## src/hdl/occs_pkg.sv

```systemverilog
// constants shared by the on/off cycle-skip switch controller
package occs_pkg;

    // ------------------------------------------------------------------
    // clock and oscillator timing
    // ------------------------------------------------------------------
    localparam int MCLK_HZ = 50_000_000;
    localparam int OSC_SLOW_HZ = 44_000;
    localparam int OSC_FAST_HZ = 130_000;
    localparam int DUTY_PCT = 67;
    localparam int OSC_W = 12;
    localparam logic [OSC_W-1:0] PERIOD_SLOW = OSC_W'(MCLK_HZ / OSC_SLOW_HZ);
    localparam logic [OSC_W-1:0] PERIOD_SLOW_X2 = OSC_W'(MCLK_HZ / (2 * OSC_SLOW_HZ));
    localparam logic [OSC_W-1:0] PERIOD_FAST = OSC_W'(MCLK_HZ / OSC_FAST_HZ);
    localparam logic [OSC_W-1:0] WIN_SLOW =
        OSC_W'((MCLK_HZ / OSC_SLOW_HZ) * DUTY_PCT / 100);
    localparam logic [OSC_W-1:0] WIN_SLOW_X2 =
        OSC_W'((MCLK_HZ / (2 * OSC_SLOW_HZ)) * DUTY_PCT / 100);
    localparam logic [OSC_W-1:0] WIN_FAST =
        OSC_W'((MCLK_HZ / OSC_FAST_HZ) * DUTY_PCT / 100);

    // turn-on blanking, in mclk cycles
    localparam int BLANK_W = 8;
    localparam int TURN_ON_BLANKING_CYCLES_DEF = 10;

    // ------------------------------------------------------------------
    // register map
    // ------------------------------------------------------------------
    localparam int ADDR_W = 8;
    localparam logic [ADDR_W-1:0] CTRL_OFS = 8'h00;
    localparam logic [ADDR_W-1:0] STATUS_OFS = 8'h04;
    localparam logic [ADDR_W-1:0] CONDUCT_OFS = 8'h08;
    localparam logic [ADDR_W-1:0] SKIP_OFS = 8'h0c;
    localparam int CTRL_EN_BIT = 0;
    localparam int CTRL_FAST_BIT = 1;
    localparam int CTRL_CLR_BIT = 2;
    localparam logic [1:0] CTRL_RST = 2'h1;
    localparam int STAT_ON_BIT = 0;
    localparam int STAT_SKIP_BIT = 1;
    localparam int STAT_UV_BIT = 2;
    localparam int STAT_OT_BIT = 3;
    localparam int STAT_FB_BIT = 4;

endpackage : occs_pkg

```

## src/hdl/occs_hyst_latch.sv

```systemverilog
// set/clear latch for a fault condition with hysteresis
`timescale 1ns/1ps
module occs_hyst_latch #(
    parameter bit RST_ACTIVE = 1'b1
) (
    input wire logic mclk,
    input wire logic nrst,
    input wire logic setIn,
    input wire logic clearIn,
    output logic active
);

    logic active_q;
    logic active_d;

    // set wins so that a fresh fault is never lost under a clear
    assign active_d = setIn | (active_q & ~clearIn);
    assign active = active_q;

    always_ff @(posedge mclk) begin
        if (!nrst) begin
            active_q <= RST_ACTIVE;
        end else begin
            active_q <= active_d;
        end
    end
endmodule : occs_hyst_latch

```

## src/hdl/occs_oscillator.sv

```systemverilog
// cycle oscillator: cycle-start pulse and max on-time window
`timescale 1ns/1ps
module occs_oscillator (
    input wire logic mclk,
    input wire logic nrst,
    input wire logic fastSel,
    input wire logic doubleRate,
    output logic cycleStart,
    output logic dutyWindow
);

    logic [occs_pkg::OSC_W-1:0] count_q;
    logic [occs_pkg::OSC_W-1:0] count_d;
    logic [occs_pkg::OSC_W-1:0] periodEnd;
    logic [occs_pkg::OSC_W-1:0] winEnd;
    logic lastTick;
    logic [occs_pkg::OSC_W-1:0] startGap_q;
    logic [occs_pkg::OSC_W-1:0] startGap_d;

    assign periodEnd = fastSel ? occs_pkg::PERIOD_FAST :
        (doubleRate ? occs_pkg::PERIOD_SLOW_X2 : occs_pkg::PERIOD_SLOW);
    assign winEnd = fastSel ? occs_pkg::WIN_FAST :
        (doubleRate ? occs_pkg::WIN_SLOW_X2 : occs_pkg::WIN_SLOW);

    // >= guards the wrap when the rate shortens mid-cycle
    assign lastTick = (count_q >= periodEnd - 12'h001);
    assign count_d = lastTick ? 12'h000 : count_q + 12'h001;
    assign cycleStart = (count_q == 12'h000);
    assign dutyWindow = (count_q < winEnd);

    always_ff @(posedge mclk) begin
        if (!nrst) begin
            count_q <= 12'h000;
        end else begin
            count_q <= count_d;
        end
    end

    // checker helper: edges since the last start, saturating so a stall stays visible
    assign startGap_d = cycleStart ? 12'h000 :
        ((startGap_q == 12'hfff) ? startGap_q : startGap_q + 12'h001);

    always_ff @(posedge mclk) begin
        if (!nrst) begin
            startGap_q <= 12'h000;
        end else begin
            startGap_q <= startGap_d;
        end
    end
endmodule : occs_oscillator

```

## src/hdl/occs_switch_ctrl.sv

```systemverilog
// on/off cycle-skip power switch controller with apb status and control
//
// Overview of operation
// - oscillator runs at 44 kHz nominal, 130 kHz in the fast variant.
// - max on-time window is high for 67% of each period from start.
// - feedback is sampled once, at each cycle start.
// - high sample turns the switch on; low sample skips the cycle.
// - feedback changes after the sample are ignored until next start.
// - skipping doubles the oscillator rate, except in the fast variant.
// - switch held off below 5.1 V supply until it regains 5.8 V.
// - switch held off above 135 C until temperature drops by 70 C.
// - current over limit turns the switch off for the rest of the cycle.
// - current limit ignored during a blanking interval after turn-on.
// - switch forced off when the max on-time window ends.
// - cycle clock runs continuously and feedback is rechecked every cycle.
`timescale 1ns/1ps
module occs_switch_ctrl #(
    parameter int TURN_ON_BLANKING_CYCLES = occs_pkg::TURN_ON_BLANKING_CYCLES_DEF,
    parameter int CNT_W = 16
) (
    input wire logic mclk,
    input wire logic nrst,
    input wire logic [occs_pkg::ADDR_W-1:0] paddr,
    input wire logic psel,
    input wire logic penable,
    input wire logic pwrite,
    input wire logic [31:0] pwdata,
    output logic [31:0] prdata,
    output logic pready,
    output logic pslverr,
    input wire logic feedbackIn,
    input wire logic internalSupplyNodeLow,
    input wire logic internalSupplyNodeGood,
    input wire logic tempHigh,
    input wire logic tempCooled,
    input wire logic currentOverLimit,
    output logic switchOn,
    output logic cycleClk,
    output logic maxOnTimeLimit
);

    // ------------------------------------------------------------------
    // parameter checks
    // ------------------------------------------------------------------
    if (TURN_ON_BLANKING_CYCLES < 1 || TURN_ON_BLANKING_CYCLES > 255) begin : g_bad_blank
        $error("blanking count must be 1 to 255");
    end
    if (CNT_W < 1 || CNT_W > 32) begin : g_bad_cnt
        $error("counter width must be 1 to 32");
    end

    localparam logic [occs_pkg::BLANK_W-1:0] BLANK_LOAD =
        occs_pkg::BLANK_W'(TURN_ON_BLANKING_CYCLES);

    // ------------------------------------------------------------------
    // declarations
    // ------------------------------------------------------------------
    logic cycleStart;
    logic dutyWindow;
    logic uvloActive;
    logic otpActive;
    logic faultHold;
    logic startOk;
    logic limitTrip;
    logic keepOn;
    logic doubleRate;
    logic switchOn_q;
    logic switchOn_d;
    logic skip_q;
    logic skip_d;
    logic lastSample_q;
    logic cycleClk_q;
    logic window_q;
    logic [occs_pkg::BLANK_W-1:0] blankCnt_q;
    logic [occs_pkg::BLANK_W-1:0] blankCnt_d;
    logic blankDone;
    logic [1:0] ctrl_q;
    logic [1:0] ctrl_d;
    logic [CNT_W-1:0] conductCnt_q;
    logic [CNT_W-1:0] skipCnt_q;
    logic [31:0] prdata_q;
    logic [31:0] readMux;
    logic setupRd;
    logic accessWr;
    logic hitCtrl;
    logic hitStatus;
    logic hitConduct;
    logic hitSkip;
    logic addrHit;
    logic ctrlWr;
    logic cntClear;
    logic switchEnable;
    logic fastSel;

    // ------------------------------------------------------------------
    // oscillator and protection latches
    // ------------------------------------------------------------------
    // skip doubling
    assign doubleRate = skip_q & ~fastSel;

    occs_oscillator u_osc (
        .mclk(mclk),
        .nrst(nrst),
        .fastSel(fastSel),
        .doubleRate(doubleRate),
        .cycleStart(cycleStart),
        .dutyWindow(dutyWindow)
    );

    // undervoltage hysteresis; starts locked out until supply is good
    occs_hyst_latch #(
        .RST_ACTIVE(1'b1)
    ) u_uvlo (
        .mclk(mclk),
        .nrst(nrst),
        .setIn(internalSupplyNodeLow),
        .clearIn(internalSupplyNodeGood),
        .active(uvloActive)
    );

    occs_hyst_latch #(
        .RST_ACTIVE(1'b0)
    ) u_otp (
        .mclk(mclk),
        .nrst(nrst),
        .setIn(tempHigh),
        .clearIn(tempCooled),
        .active(otpActive)
    );

    // ------------------------------------------------------------------
    // switch gating
    // ------------------------------------------------------------------
    assign faultHold = uvloActive | otpActive;
    assign startOk = cycleStart & feedbackIn & ~faultHold & switchEnable;
    assign blankDone = (blankCnt_q == 8'h00);
    assign limitTrip = currentOverLimit & blankDone;
    // window end, faults cut a running pulse
    assign keepOn = switchOn_q & dutyWindow & ~faultHold & ~limitTrip;
    // only a start edge can turn the switch on
    assign switchOn_d = cycleStart ? startOk : keepOn;
    assign skip_d = cycleStart ? ~startOk : skip_q;
    assign blankCnt_d = startOk ? BLANK_LOAD :
        (blankDone ? blankCnt_q : blankCnt_q - 8'h01);

    always_ff @(posedge mclk) begin
        if (!nrst) begin
            switchOn_q <= 1'b0;
            skip_q <= 1'b0;
            blankCnt_q <= 8'h00;
            lastSample_q <= 1'b0;
            cycleClk_q <= 1'b0;
            window_q <= 1'b0;
        end else begin
            switchOn_q <= switchOn_d;
            skip_q <= skip_d;
            blankCnt_q <= blankCnt_d;
            lastSample_q <= cycleStart ? feedbackIn : lastSample_q;
            cycleClk_q <= cycleStart;
            window_q <= dutyWindow;
        end
    end

    assign switchOn = switchOn_q;
    assign cycleClk = cycleClk_q;
    assign maxOnTimeLimit = window_q;

    // ------------------------------------------------------------------
    // apb slave
    // ------------------------------------------------------------------
    // zero wait states: read data is latched in the setup cycle
    assign pready = 1'b1;
    assign hitCtrl = (paddr == occs_pkg::CTRL_OFS);
    assign hitStatus = (paddr == occs_pkg::STATUS_OFS);
    assign hitConduct = (paddr == occs_pkg::CONDUCT_OFS);
    assign hitSkip = (paddr == occs_pkg::SKIP_OFS);
    assign addrHit = hitCtrl | hitStatus | hitConduct | hitSkip;
    assign pslverr = psel & penable & ~addrHit;
    assign setupRd = psel & ~penable & ~pwrite;
    assign accessWr = psel & penable & pwrite;
    assign ctrlWr = accessWr & hitCtrl;
    assign cntClear = ctrlWr & pwdata[occs_pkg::CTRL_CLR_BIT];
    assign ctrl_d = ctrlWr ?
        {pwdata[occs_pkg::CTRL_FAST_BIT], pwdata[occs_pkg::CTRL_EN_BIT]} : ctrl_q;
    assign switchEnable = ctrl_q[occs_pkg::CTRL_EN_BIT];
    assign fastSel = ctrl_q[occs_pkg::CTRL_FAST_BIT];

    always_comb begin
        readMux = 32'h0000_0000;
        if (hitCtrl) begin
            readMux[occs_pkg::CTRL_EN_BIT] = switchEnable;
            readMux[occs_pkg::CTRL_FAST_BIT] = fastSel;
        end else if (hitStatus) begin
            readMux[occs_pkg::STAT_ON_BIT] = switchOn_q;
            readMux[occs_pkg::STAT_SKIP_BIT] = skip_q;
            readMux[occs_pkg::STAT_UV_BIT] = uvloActive;
            readMux[occs_pkg::STAT_OT_BIT] = otpActive;
            readMux[occs_pkg::STAT_FB_BIT] = lastSample_q;
        end else if (hitConduct) begin
            readMux = 32'(conductCnt_q);
        end else if (hitSkip) begin
            readMux = 32'(skipCnt_q);
        end
    end

    // saturating event counter; an event in the clear cycle still counts
    function automatic logic [CNT_W-1:0] bumpCount(
        input logic [CNT_W-1:0] v,
        input logic clr,
        input logic inc
    );
        logic [CNT_W-1:0] base;
        base = clr ? '0 : v;
        if (inc && base != '1) begin
            base = base + 1'b1;
        end
        return base;
    endfunction : bumpCount

    always_ff @(posedge mclk) begin
        if (!nrst) begin
            ctrl_q <= occs_pkg::CTRL_RST;
            prdata_q <= 32'h0000_0000;
            conductCnt_q <= '0;
            skipCnt_q <= '0;
        end else begin
            ctrl_q <= ctrl_d;
            prdata_q <= setupRd ? readMux : prdata_q;
            conductCnt_q <= bumpCount(conductCnt_q, cntClear, startOk);
            skipCnt_q <= bumpCount(skipCnt_q, cntClear, cycleStart & ~startOk);
        end
    end

    assign prdata = prdata_q;
endmodule : occs_switch_ctrl

```

## config.mk

```make
export PLATFORM = sky130hd
export DESIGN_NAME = occs_switch_ctrl
export DESIGN_NICKNAME = d
export VERILOG_FILES = /design/src/hdl/occs_pkg.sv /design/src/hdl/occs_hyst_latch.sv /design/src/hdl/occs_oscillator.sv /design/src/hdl/occs_switch_ctrl.sv
export SDC_FILE = /design/constraint.sdc
export NUM_CORES = 1
export LEC_CHECK = 0
export CORE_UTILIZATION = 41
export DETAILED_ROUTE_END_ITERATION = 16
export DONT_BUFFER_PORTS = 1
export SYNTH_ARGS = -nofsm -noshare
export SYNTH_HDL_FRONTEND = slang
export SYNTH_SLANG_ARGS = --single-unit
```

## constraint.sdc

```tcl
create_clock -name mclk -period 5.9 [get_ports mclk]
set_clock_uncertainty 0.05 [all_clocks]
set_input_delay 0.295 -clock mclk [delete_from_list [all_inputs] [get_ports mclk]]
set_output_delay 0.295 -clock mclk [all_outputs]
set_load 0.03 [all_outputs]
```

=== After elaboration in Yosys (flattened, before gate mapping) ===
Cells that the tools add are included.

* Output and inout bits: 37
* Flip-flop bits (word level): 93
* Bits of input ports: 51
* Logic and storage cells: 85

* Magnitude comparators: 2
* Add/sub/neg operators: 5
* Reduce and logical (&&, ||, !) cells: 7
* Multiplexer cells: 17
* Bitwise gates (word level): 34
* Equal/unequal tests: 6

{| class="wikitable"
|+ Operators with widths
! cell !! number
|-
| 2-to-1 mux 16 bit || 5
|-
| adder 16 x 1 -> 16 bit, second input constant || 2
|-
| 2-to-1 mux 32 bit || 1
|-
| inequality test 16 bit, second input constant || 2
|-
| 2-to-1 mux 30 bit || 1
|-
| 2-to-1 mux 27 bit || 1
|-
| 2-to-1 mux 12 bit || 2
|-
| AND 1 bit || 18
|-
| == test 8 x 4 -> 1 bit, second input constant || 2
|-
| logical NOT 8 bit || 2
|-
| adder 12 x 1 -> 12 bit, second input constant || 1
|-
| greater-or-equal comparator 12 bit || 1
|-
| logical NOT 12 bit || 1
|-
| < comparator 12 bit || 1
|-
| subtractor 12 x 1 -> 12 bit, second input constant || 1
|-
| 2-to-1 mux 11 bit || 1
|-
| 2-to-1 mux 10 bit || 1
|-
| inverter 1 bit || 10
|-
| == test 8 x 3 -> 1 bit, second input constant || 1
|-
| 2-to-1 mux 4 bit || 2
|-
| subtractor 8 x 1 -> 8 bit, second input constant || 1
|-
| OR 1 bit || 6
|-
| 2-to-1 mux 5 bit || 1
|-
| OR reduction 2 bit || 2
|-
| 4 further kinds || 5
|}

=== Depth between registers and ports, before layout ===
Gate-level depths: netlist (run 1).

* Depth in word-level cells: 9
* Depth in mapped cells: 14

=== Cells and area by module ===
A second synthesis (run 1) with hierarchy kept.

* Cells, all modules: 505
* Area total of the unflattened synthesis: 4,281.6 um2

{| class="wikitable"
|+ Modules (own cells, without submodules)
! module !! cells an instance !! area an instance (um2) !! seq. area each (um2) !! instances
|-
| occs_switch_ctrl || 385 || 3,226.8 || 1,261.2 || 1
|-
| occs_oscillator || 114 || 979.7 || 240.2 || 1
|-
| occs_hyst_latch at u_otp || 3 || 41.3 || 20.0 || 1
|-
| occs_hyst_latch at u_uvlo || 3 || 33.8 || 20.0 || 1
|}

=== Worst setup path before layout (run 1) ===
Ideal clock, no wire load.

* Kind: input to register
* From: input port paddr[3] (netlist name)
* To: register skipCnt_q[11]
* Arrival time: 3.095 ns
* Setup time: 0.070 ns
* Path slack: 2.686 ns
* Stages on the path: 14
* Path buffers: 4
* Cell sequence: buf_2 -> nor4bb_2 -> and4_1 -> clkbuf_1 -> nand2_1 -> clkbuf_1 -> and2_1 -> ha_1 -> nand4_1 -> nor4_1 -> a2111o_1 -> buf_6 -> or4_1 -> a21oi_1

* Word-level cells in the longest chain between the ends: 7
* Elaborated cells on any way between the ends: 8

{| class="wikitable"
|+ Ends and longest elaborated chain
! what !! RTL line !! text
|-
| start: declaration || occs_switch_ctrl.sv:23 || <nowiki>input wire logic [occs_pkg::ADDR_W-1:0] paddr,</nowiki>
|-
| logical NOT 8 bit (*) || occs_switch_ctrl.sv:173 || <nowiki>assign hitCtrl = (paddr == occs_pkg::CTRL_OFS);</nowiki>
|-
| AND 1 bit (*) || occs_switch_ctrl.sv:181 || <nowiki>assign ctrlWr = accessWr & hitCtrl;</nowiki>
|-
| AND 1 bit (*) || occs_switch_ctrl.sv:182 || <nowiki>assign cntClear = ctrlWr & pwdata[occs_pkg::CTRL_CLR_BIT];</nowiki>
|-
| 2-to-1 mux 16 bit (*) || occs_switch_ctrl.sv:213 || <nowiki>base = clr ? '0 : v;</nowiki>
|-
| parallel branches: the longest is 2 deep, another holds adder 16 x 1 -> 16 bit || -- ||
|-
| 2-to-1 mux 16 bit (*) || occs_switch_ctrl.sv:214 || <nowiki>if (inc && base != '1) begin</nowiki>
|-
| end signal: assignment || occs_switch_ctrl.sv:230 || <nowiki>skipCnt_q <= bumpCount(skipCnt_q, cntClear, cycleStart & ~startOk);</nowiki>
|-
| end: declaration || occs_switch_ctrl.sv:80 || <nowiki>logic [CNT_W-1:0] skipCnt_q;</nowiki>
|}

Every way passes the cells marked *.
A chain may end at the register's enable or synchronous reset.

=== Worst setup path after layout (run 1) ===
* From: input port paddr[2] (netlist name)
* To: register skipCnt_q[15]

Same word-level chain as after synthesis.

==> results.py, run 1 <==
metrics = {
    "outcome": {
        "status": "finished, final reports clean",
    },
    "clock_tree": {
        "clk_pin_slew_ns": 0.08,
        "insertion_delay_ns": 0.37,
        "clockBufferDepth": 2,
        "cts.sinks": 77,
        "h-tree-depth": 3,
        "cts_setup_buffers": 0,
        "cts_resized": 0,
        "cts_hold_buffers": 4,
        "cts-root-buf": "clkbuf_8",
        "cts_tree": "done",
        "cts_buffers": 9,
    },
    "final_layout": {
        "area_delta_synth_final_pct": 5.04,
        "nNetsFinal": 597,
        "fin_cells": 665,
        "antenna_cells": 0,
        "drive_above_1_share_pct": 7.37,
        "fill_cells": 1048,
    },
    "placed_design": {
        "port_buffers": 0,
        "dp.final_hpwl_um": 8080,
        "gp_congestion": 0.866,
        "place_inst": 645,
    },
    "setup_path": {
        "crit_path_end_kind": "flop",
        "path_max_fanout": 23,
        "crit_path_start_kind": "input pin",
        "arrival_ns": 3.70,
        "crit_type": "input pin to flop",
        "crit_required_ns": 6.14,
        "rr_worst_depth": 7,
    },
    "floorplanning": {
        "die_area_mm2": 0.0113,
        "die_h_um": 106,
        "rows": 37,
        "num_io_pins": 88,
        "die_w_um": 106,
        "coreArea_mm2": 0.0105,
        "start_util_pct": 42.7,
    },
    "detailed_routing": {
        "vias_per_cell": 5.80,
        "ant_nets": 0,
        "num_vias": 3860,
        "drc": 0,
        "routedWlPerCell_um": 16.8,
        "drt_iter0_drc": 263,
        "drt_first_pass_iters": 4,
        "wirelength_um": 11200,
    },
    "yosys": {
        "yosys_warnings": 0,
        "syn_inst": 528,
        "synth-seq-cells": 77,
        "synth_area_mm2": 0.00447,
        "synth_area_per_cell_um2": 8.46,
        "synth_cell_types": 66,
        "synth_ff_type": "dfxtp_1",
        "ys_seq_area_share_pct": 34.5,
        "synthArstFlopShare_pct": 0,
        "synth_enable_flop_cells": 0,
    },
    "sta": {
        "fmaxAchievable_ghz": 0.289,
        "min_period_ns": 3.46,
        "tightest_slew_ns": 0.910,
        "fin_setup_tns_ns": 0,
        "drv_slew": 0,
        "slew_headroom_pct": 39.0,
        "setup_viol": 0,
        "rsz0062_at_grt": "no",
        "hold_violations": 0,
        "min_period_over_period_pct": 58.6,
    },
    "power_and_ir_drop": {
        "powerDensity_mw_per_mm2": 257,
        "power.leakage_uw": 0.00171,
        "ir_drop_mv": 0.195,
    },
    "global_route": {
        "grt_max_degree": 29,
        "grt_pass1_vias": 3665,
        "grt.overflow.total": 0,
        "antenna_found_initial": 0,
        "grt_pass1_wl_um": 18300,
        "grtUsageTotal_pct": 20.7,
    },
    "hold_path": {
        "worst_hold_path_type": "input pin to flop",
        "holdPathStages": 2,
    },
    "run": {
        "drv_cap": 0,
    },
}
state kept, by name, indices dropped and copies added (netlist names):
register / cells
lastSample_q: 1
cycleClk: 1
switchOn: 1
prdata: 16
skipCnt_q: 16
ctrl_q: 2
blankCnt_q: 8
u_uvlo.active: 1
maxOnTimeLimit: 1
u_otp.active: 1
u_osc.count_q: 12
skip_q: 1
conductCnt_q: 16
kinds of logic after synthesis:
group / count (synthesis) / synth area share [%]
mux: 13 / 3.50
compound gates: 120 / 17.8
xor+xnor: 18 / 3.53
buf+inv: 58 / 7.50
fa+ha+maj: 22 / 6.16
other cells: 2 / 0.168
flops: 77 / 34.5
simple gates: 218 / 26.9
per-layer routing:
layer	global-route usage [%]	routed length (µm)	share of wire, %	vias to the layer above
li1	-	-	-	1912
met1	27.6	5200	47	1837
met2	31.3	4980	45	100
met3	5.58	821	7.4	11
met4	8.83	148	1.3	0
met5	0	0	0	-
final cells by class:
cell class | instances | area (µm²) | share of cell area (%)
sequential | 77 | 1540 | 32.8
clock buffer | 10 | 138 | 2.93
clock inverter | 6 | 62.6 | 1.33
inverter | 20 | 75.1 | 1.60
tap | 136 | 170 | 3.62
timing repair buffer | 5 | 47.5 | 1.01
multi-input combinational | 411 | 2660 | 56.7
critical path: stages:
cell and delay (ns):
nor4bb_2 0.36, and4_1 0.45, nand2_1 0.55, and2_1 0.38
ha_1 0.26, nand4_1 0.12, nor4_1 0.09, a2111o_1 0.52
or4_1 0.51, a21oi_1 0.17
cells in the final DEF (no fill, tap or decap), types with 5 or more instances in the layout:
master | netlist | final
o21ai_0 | 15 | 15
o21ai_1 | 5 | 5
nor3_1 | 7 | 7
mux2i_1 | 10 | 10
xor2_1 | 12 | 12
nand2_1 | 49 | 49
xnor2_1 | 6 | 6
nand4_1 | 18 | 18
a2111o_1 | 5 | 5
conb_1 | 2 | 20
nor4_1 | 8 | 8
clkbuf_8 | 0 | 10
o31ai_1 | 9 | 9
ha_1 | 22 | 22
and2_1 | 9 | 9
or4_1 | 8 | 8
a21o_1 | 6 | 6
o211ai_1 | 5 | 5
o221ai_1 | 10 | 10
a21oi_1 | 40 | 40
nand3_1 | 25 | 25
and3_1 | 8 | 8
dfxtp_1 | 77 | 77
inv_1 | 20 | 20
a31oi_1 | 7 | 7
nor2_1 | 48 | 48
stage by stage:
step	hold slack (ns)	setup WS [ns]	area (µm²)	util, %	total power, µW
floorplan	0.344	2.69	4540	-	776
global placement	0.324	2.15	4450	42.6	796
detailed placement	0.339	2.07	4450	42.6	805
CTS	0.00675	2.44	4690	44.9	1220
global route	0.0123	2.15	4690	44.9	1270
finish	0.0233	2.44	4690	44.9	1200
where the power goes:
part	switching [µW]	total (µW)	internal, µW	leakage [µW]
clock	202	408	205	0.0000943
sequential	31.5	584	552	0.000625
combinational	128	213	85.5	0.000995
synth_stat cells, drive strengths merged (2+ instances only):
cell     count  share of area, %
a2111o       5               1.3
a211o        2              0.39
a211oi       3              0.50
a21o         6               1.0
a21oi       40               4.5
a22oi        3              0.50
a31oi        7              0.98
and2         9               1.3
and3        12               1.8
and4         3              0.62
buf         22               3.8
clkbuf      15               1.3
conb         2              0.17
dfxtp       77                34
ha          22               6.2
inv         20               1.7
mux2i       10               2.2
mux4         2               1.0
nand2       49               4.1
nand2b       4              0.56
nand3       25               2.8
nand3b       2              0.34
nand4       18               2.5
nor2        48               4.0
nor2b        2              0.28
nor3         7              0.78
nor3b        3              0.50
nor4        12               2.6
nor4b        2              0.53
o2111ai      2              0.53
o211ai       5              0.84
o21ai       21               2.4
o221ai      10               2.0
o31ai        9               1.5
or2          2              0.28
or3          5              0.73
or4          9               1.6
xnor2        6               1.2
xor2        12               2.4
path summary, 6_finish.rpt:
check                                      start          endpoint  slack, ns
worst max-delay path                    paddr[2]     skipCnt_q[15]       2.44
worst min-delay path                        nrst   conductCnt_q[1]       0.02
worst max register to register  u_osc.count_q[0]     skipCnt_q[15]       3.16
worst min register to register  u_osc.count_q[0]  u_osc.count_q[0]       0.42
(Power assumes the default switching activity.)
==> run 2, diff against run 1 <==
- clock period: 5.9 -> 3.4 ns (I/O delays scaled with it)
==> run 2 against run 1 <==
Against the previous run: final area rose by 1.1%; critical path type is now flop to flop; setup slack got worse by 1.7 ns; die area unchanged; combinational power rose by 76%; first-iteration DRC count grew 24%; cell count increased by 0.90%; power grew 72%; sequential cell count unchanged; non-clock buffer count grew 8.
==> results.py, run 2 (synthesis gave the netlist of run 1 again) <==
metrics = {
    "detailed_routing": {
        "wirelength_um": 11200,
        "drc": 0,
        "num_vias": 3927,
        "ant_nets": 0,
        "routedWlPerCell_um": 16.7,
        "vias_per_cell": 5.85,
        "drt_first_pass_iters": 5,
        "drt_iter0_drc": 326,
    },
    "floorplanning": {
        "die_w_um": 106,
        "die_area_mm2": 0.0113,
        "num_io_pins": 88,
        "start_util_pct": 42.7,
        "coreArea_mm2": 0.0105,
        "die_h_um": 106,
        "rows": 37,
    },
    "placed_design": {
        "gp_congestion": 0.851,
        "place_inst": 649,
        "place_ws_ns": 0.354,
        "dp.final_hpwl_um": 8170,
        "port_buffers": 0,
    },
    "sta": {
        "rsz0062_at_grt": "no",
        "min_period_over_period_pct": 78.7,
        "fin_setup_tns_ns": 0,
        "slew_headroom_pct": 45.1,
        "tightest_slew_ns": 0.823,
        "fin_ws_ns": 0.724,
        "fmaxAchievable_ghz": 0.374,
        "setup_viol": 0,
        "min_period_ns": 2.68,
        "drv_slew": 0,
        "hold_violations": 0,
    },
    "clock_tree": {
        "cts-root-buf": "clkbuf_8",
        "cts_buffers": 9,
        "cts_resized": 0,
        "cts_setup_buffers": 0,
        "insertion_delay_ns": 0.37,
        "clk_pin_slew_ns": 0.08,
        "clockBufferDepth": 2,
        "cts.sinks": 77,
        "cts_tree": "done",
        "h-tree-depth": 3,
    },
    "setup_path": {
        "crit_required_ns": 3.65,
        "max_stage_delay_ns": 0.62,
        "rr_worst_depth": 7,
        "path_max_fanout": 12,
        "cp_slowest_cell": "a2111o_1",
        "crit_chain": "inv_1 > ha_1 > nor4b_2 > nand4_1 > a2111o_1 > or4_1 > a21oi_1",
        "crit_path_end_kind": "flop",
        "crit_type": "flop to flop",
        "r2r_start": "u_osc.count_q[0]",
        "reg2reg_to": "skipCnt_q[15]",
        "arrival_ns": 2.92,
        "crit_path_start_kind": "flop",
        "r2r_setup_slack_ns": 0.72,
    },
    "global_route": {
        "grt_pass1_vias": 3540,
        "grtUsageTotal_pct": 20.6,
        "antenna_found_initial": 0,
        "grt_pass1_wl_um": 18100,
        "grt_max_degree": 23,
        "grt.overflow.total": 0,
    },
    "final_layout": {
        "layout_common_cells": "dfxtp_1 (77), nand2_1 (49), nor2_1 (48)",
        "area_delta_synth_final_pct": 6.16,
        "nNetsFinal": 605,
        "final_common_cell": "dfxtp_1",
        "fin_cells": 671,
        "antenna_cells": 0,
        "drive_above_1_share_pct": 7.29,
    },
    "hold_path": {
        "whs_endpoint": "blankCnt_q[2]",
        "holdPathStages": 2,
        "hp-start": "nrst",
        "worst_hold_path_type": "input pin to flop",
    },
    "run": {
        "drv_cap": 0,
    },
    "power_and_ir_drop": {
        "ir_drop_mv": 0.342,
        "power.leakage_uw": 0.00174,
        "powerDensity_mw_per_mm2": 437,
        "p_total_uw": 2070,
    },
    "outcome": {
        "status": "finished, final reports clean",
    },
}
## run 2: cell types whose count changed in the layout (fill, tap and decap cells not counted)
cell / delta
clkbuf_1: +2
clkinvlp_4: -3
clkinv_2: -1
buf_4: +4
dlygate4sd3_1: +4
## run 2: through the flow
step                      hold WS [ns]  instance area (µm²)  util (%)
after floorplan                  0.219                 4540         -
after global placement           0.199                 4480      42.9
after detailed placement         0.209                 4480      42.9
after CTS                      0.00428                 4740      45.3
after global routing            0.0260                 4740      45.3
final                          0.00263                 4740      45.3
## run 2: final cells by class
cell class	instances	area, µm²
Fill cell	1024	5720
Multi-Input combinational cell	411	2660
Sequential cell	77	1540
Tap cell	136	170
Clock buffer	12	145
Timing Repair Buffer	13	118
Inverter	20	75.1
Clock inverter	2	35.0
## run 2: power breakdown
part | internal (µW) | switching [µW] | total [µW] | leakage (µW)
Combinational | 153 | 222 | 374 | 0.00102
Clock | 351 | 333 | 683 | 0.0000923
Sequential | 958 | 58.7 | 1020 | 0.000625
## run 2: worst max-delay path, delay by kind of cell, from the launching register on
family                     cells  cell delay, ns
AOI/OAI and AO/OA              2            0.77
adders and majority gates      1            0.20
buffers and inverters          1            0.08
DFF                            1            0.33
and+or+nand+nor                3            1.17
## run 2: per-layer routing
| layer | vias up | share of wire (%) | GRT usage [%] |
|---|---|---|---|
| li1 | 1921 | - | - |
| met1 | 1885 | 47 | 27.2 |
| met2 | 108 | 45 | 32.2 |
| met3 | 13 | 6.3 | 5.46 |
| met4 | 0 | 1.3 | 7.14 |
| met5 | - | 0 | 0 |
## run 2: timing repair
| item | in CTS | in global routing |
|---|---|---|
| endpoints found under the setup margin | 0 | 0 |
| endpoints found under the hold margin | 18 | 0 |
| hold buffers | 8 | 0 |
## run 2: how the worst max path moves through the flow
stage                      from       endpoint  slack [ns]  depth (start not counted)
3_5_place_dp           paddr[2]  skipCnt_q[15]        0.35                         10
3_3_place_gp           paddr[2]  skipCnt_q[15]        0.43                         10
5_1_grt        u_osc.count_q[0]  skipCnt_q[13]        0.53                          7
2_1_floorplan          paddr[3]  skipCnt_q[11]        0.31                         14
4_1_cts        u_osc.count_q[0]  skipCnt_q[15]        0.74                          7
6_report       u_osc.count_q[0]  skipCnt_q[15]        0.72                          7
==> run 3, diff against run 2 <==
- clock period: 3.4 -> 2.5 ns (I/O delays scaled with it)
==> run 3 against run 2 <==
Against the previous run: cell count up 4.3%; clock power up 55%; sequential share of layout area down 1.9 points; wire length up 1.8%; setup slack worse by 0.57 ns; die area unchanged; utilization up 2.7 points; register-to-register slack worse by 0.57 ns; final area up 6.0%.
==> results.py, run 3 (synthesis gave the netlist of run 1 again) <==
metrics = {
    "setup_path": {
        "max_stage_delay_ns": 0.55,
        "crit_chain": "inv_1 > ha_1 > nor4b_2 > nand4_1 > a2111o_1 > or4_1 > a21oi_1",
        "cp_num_buf_inv": 1,
        "crit_path_start_kind": "flop",
        "cp_slowest_cell": "a2111o_1",
        "crit_type": "flop to flop",
        "path_delay_family": "simple AND/OR/NAND/NOR gates",
        "crit_required_ns": 2.74,
        "arrival_ns": 2.59,
        "path_max_fanout": 7,
        "crit_path_end_kind": "flop",
    },
    "global_route": {
        "antenna_found_initial": 0,
        "grt_pass1_vias": 3743,
        "grt_max_degree": 18,
        "grt.overflow.total": 0,
        "grtUsageTotal_pct": 20.7,
        "grt_pass1_wl_um": 18400,
    },
    "detailed_routing": {
        "num_vias": 4002,
        "met1_length_um": 5310,
        "vias_per_cell": 5.72,
        "routedWlPerCell_um": 16.3,
        "wl_met3_um": 641,
        "top_layer_used": "met4",
        "wirelength_um": 11400,
        "ant_nets": 0,
        "drt_iter0_drc": 242,
        "drt_first_pass_iters": 4,
        "drc": 0,
        "wl_met2_um": 5320,
    },
    "power_and_ir_drop": {
        "p_sw_uw": 850,
        "p_int_uw": 2130,
        "p_total_uw": 2980,
        "power.leakage_uw": 0.00189,
        "ir_drop_mv": 0.422,
        "pwr-share-comb_pct": 18.3,
        "powerDensity_mw_per_mm2": 592,
        "p_seq_share_pct": 46.0,
        "p_clk_share_pct": 35.6,
        "switching_share_pct": 28.5,
    },
    "floorplanning": {
        "die_area_mm2": 0.0113,
        "rows": 37,
        "num_io_pins": 88,
        "coreArea_mm2": 0.0105,
        "start_util_pct": 42.7,
        "die_w_um": 106,
        "die_h_um": 106,
    },
    "sta": {
        "hold_violations": 0,
        "tightest_slew_ns": 0.740,
        "whs_ns": 0.0193,
        "fmaxAchievable_ghz": 0.426,
        "min_period_ns": 2.35,
        "drv_slew": 0,
        "setup_viol": 0,
        "slew_headroom_pct": 50.5,
        "rsz0062_at_grt": "no",
        "min_period_over_period_pct": 94.0,
    },
    "placed_design": {
        "dp.final_hpwl_um": 8420,
        "gp_congestion": 0.806,
        "port_buffers": 0,
        "place_inst": 672,
        "dpl_cell_area_mm2": 0.00469,
    },
    "clock_tree": {
        "cts.sinks": 77,
        "insertion_delay_ns": 0.36,
        "clk_pin_slew_ns": 0.08,
        "cts_tree": "done",
        "cts_buffers": 9,
        "cts-root-buf": "clkbuf_8",
        "h-tree-depth": 3,
        "clockBufferDepth": 2,
    },
    "final_layout": {
        "final_common_cell": "dfxtp_1",
        "fin_cells": 700,
        "seqCellArea_mm2": 0.00154,
        "drive_above_1_share_pct": 12.2,
        "final_util_pct": 48.1,
        "nNetsFinal": 632,
        "area_delta_synth_final_pct": 12.6,
        "final_area_mm2": 0.00503,
        "antenna_cells": 0,
        "multi_input_area_mm2": 0.00271,
        "fill_cells": 1046,
        "layout_common_cells": "dfxtp_1 (77), nor2_1 (48), nand2_1 (48)",
    },
    "hold_path": {
        "worst_hold_path_type": "input pin to flop",
    },
    "run": {
        "drv_cap": 0,
    },
    "outcome": {
        "status": "finished, final reports clean",
    },
}
run 3: cell types whose count changed in the layout (fill, tap and decap cells not counted), sizes merged:
cell,delta
a2111o,+1
buf,+25
bufinv,+1
dlygate4sd3,+1
clkbuf,+1
run 3: per-stage QoR:
step / worst slack [ns] / setup TNS, ns
after floorplan: -0.122 / -0.367
after global placement: 0.108 / 0
after detailed placement: 0.0707 / 0
after CTS: 0.0614 / 0
after global routing: 0.00209 / 0
final: 0.151 / 0
run 3: repair_timing:
item,CTS,global route
hold endpoints to repair,25,0
setup endpoints to repair,0,20
hold buffers,9,0
gates resized for setup,0,1
buffers inserted,0,2
run 3: power by group through the flow:
| stage | Clock, µW | Sequential (µW) | Combinational (µW) |
|---|---|---|---|
| after floorplan | 0 | 1390 | 453 |
| after global placement | 0 | 1400 | 512 |
| after detailed placement | 0 | 1400 | 520 |
| after CTS | 1080 | 1370 | 540 |
| after global routing | 1130 | 1380 | 623 |
| final | 1060 | 1370 | 547 |
run 3: worst reg2reg max path: cells and delay by family, from the launching register on:
kind	cells	cell delay (ns)
buffers and inverters	1	0.08
adders and majority gates	1	0.17
AOI/OAI and AO/OA	2	0.70
and+or+nand+nor	3	0.96
DFF	1	0.33
run 3: routing by layer:
layer	global-route usage (%)	up-vias
met4	8.63	0
met1	26.3	1915
met3	4.90	10
met2	33.6	99
li1	-	1978
met5	0	-
run 3: cell type report:
cell class | instances | area share [%]
Tap cell | 136 | 3.38
Timing Repair Buffer | 39 | 6.27
Multi-Input combinational cell | 412 | 53.9
Clock buffer | 13 | 2.96
Sequential cell | 77 | 30.6
Inverter | 20 | 1.49
Clock inverter | 3 | 1.37
run 3: worst paths after layout:
kind	endpoint	cells after the start	slack [ns]	startpoint
min reg2reg	u_osc.count_q[0]	1	0.41	u_osc.count_q[0]
min	switchOn	3	0.02	currentOverLimit
max reg2reg	skipCnt_q[10]	7	0.15	u_osc.count_q[0]
max	skipCnt_q[10]	7	0.15	u_osc.count_q[0]
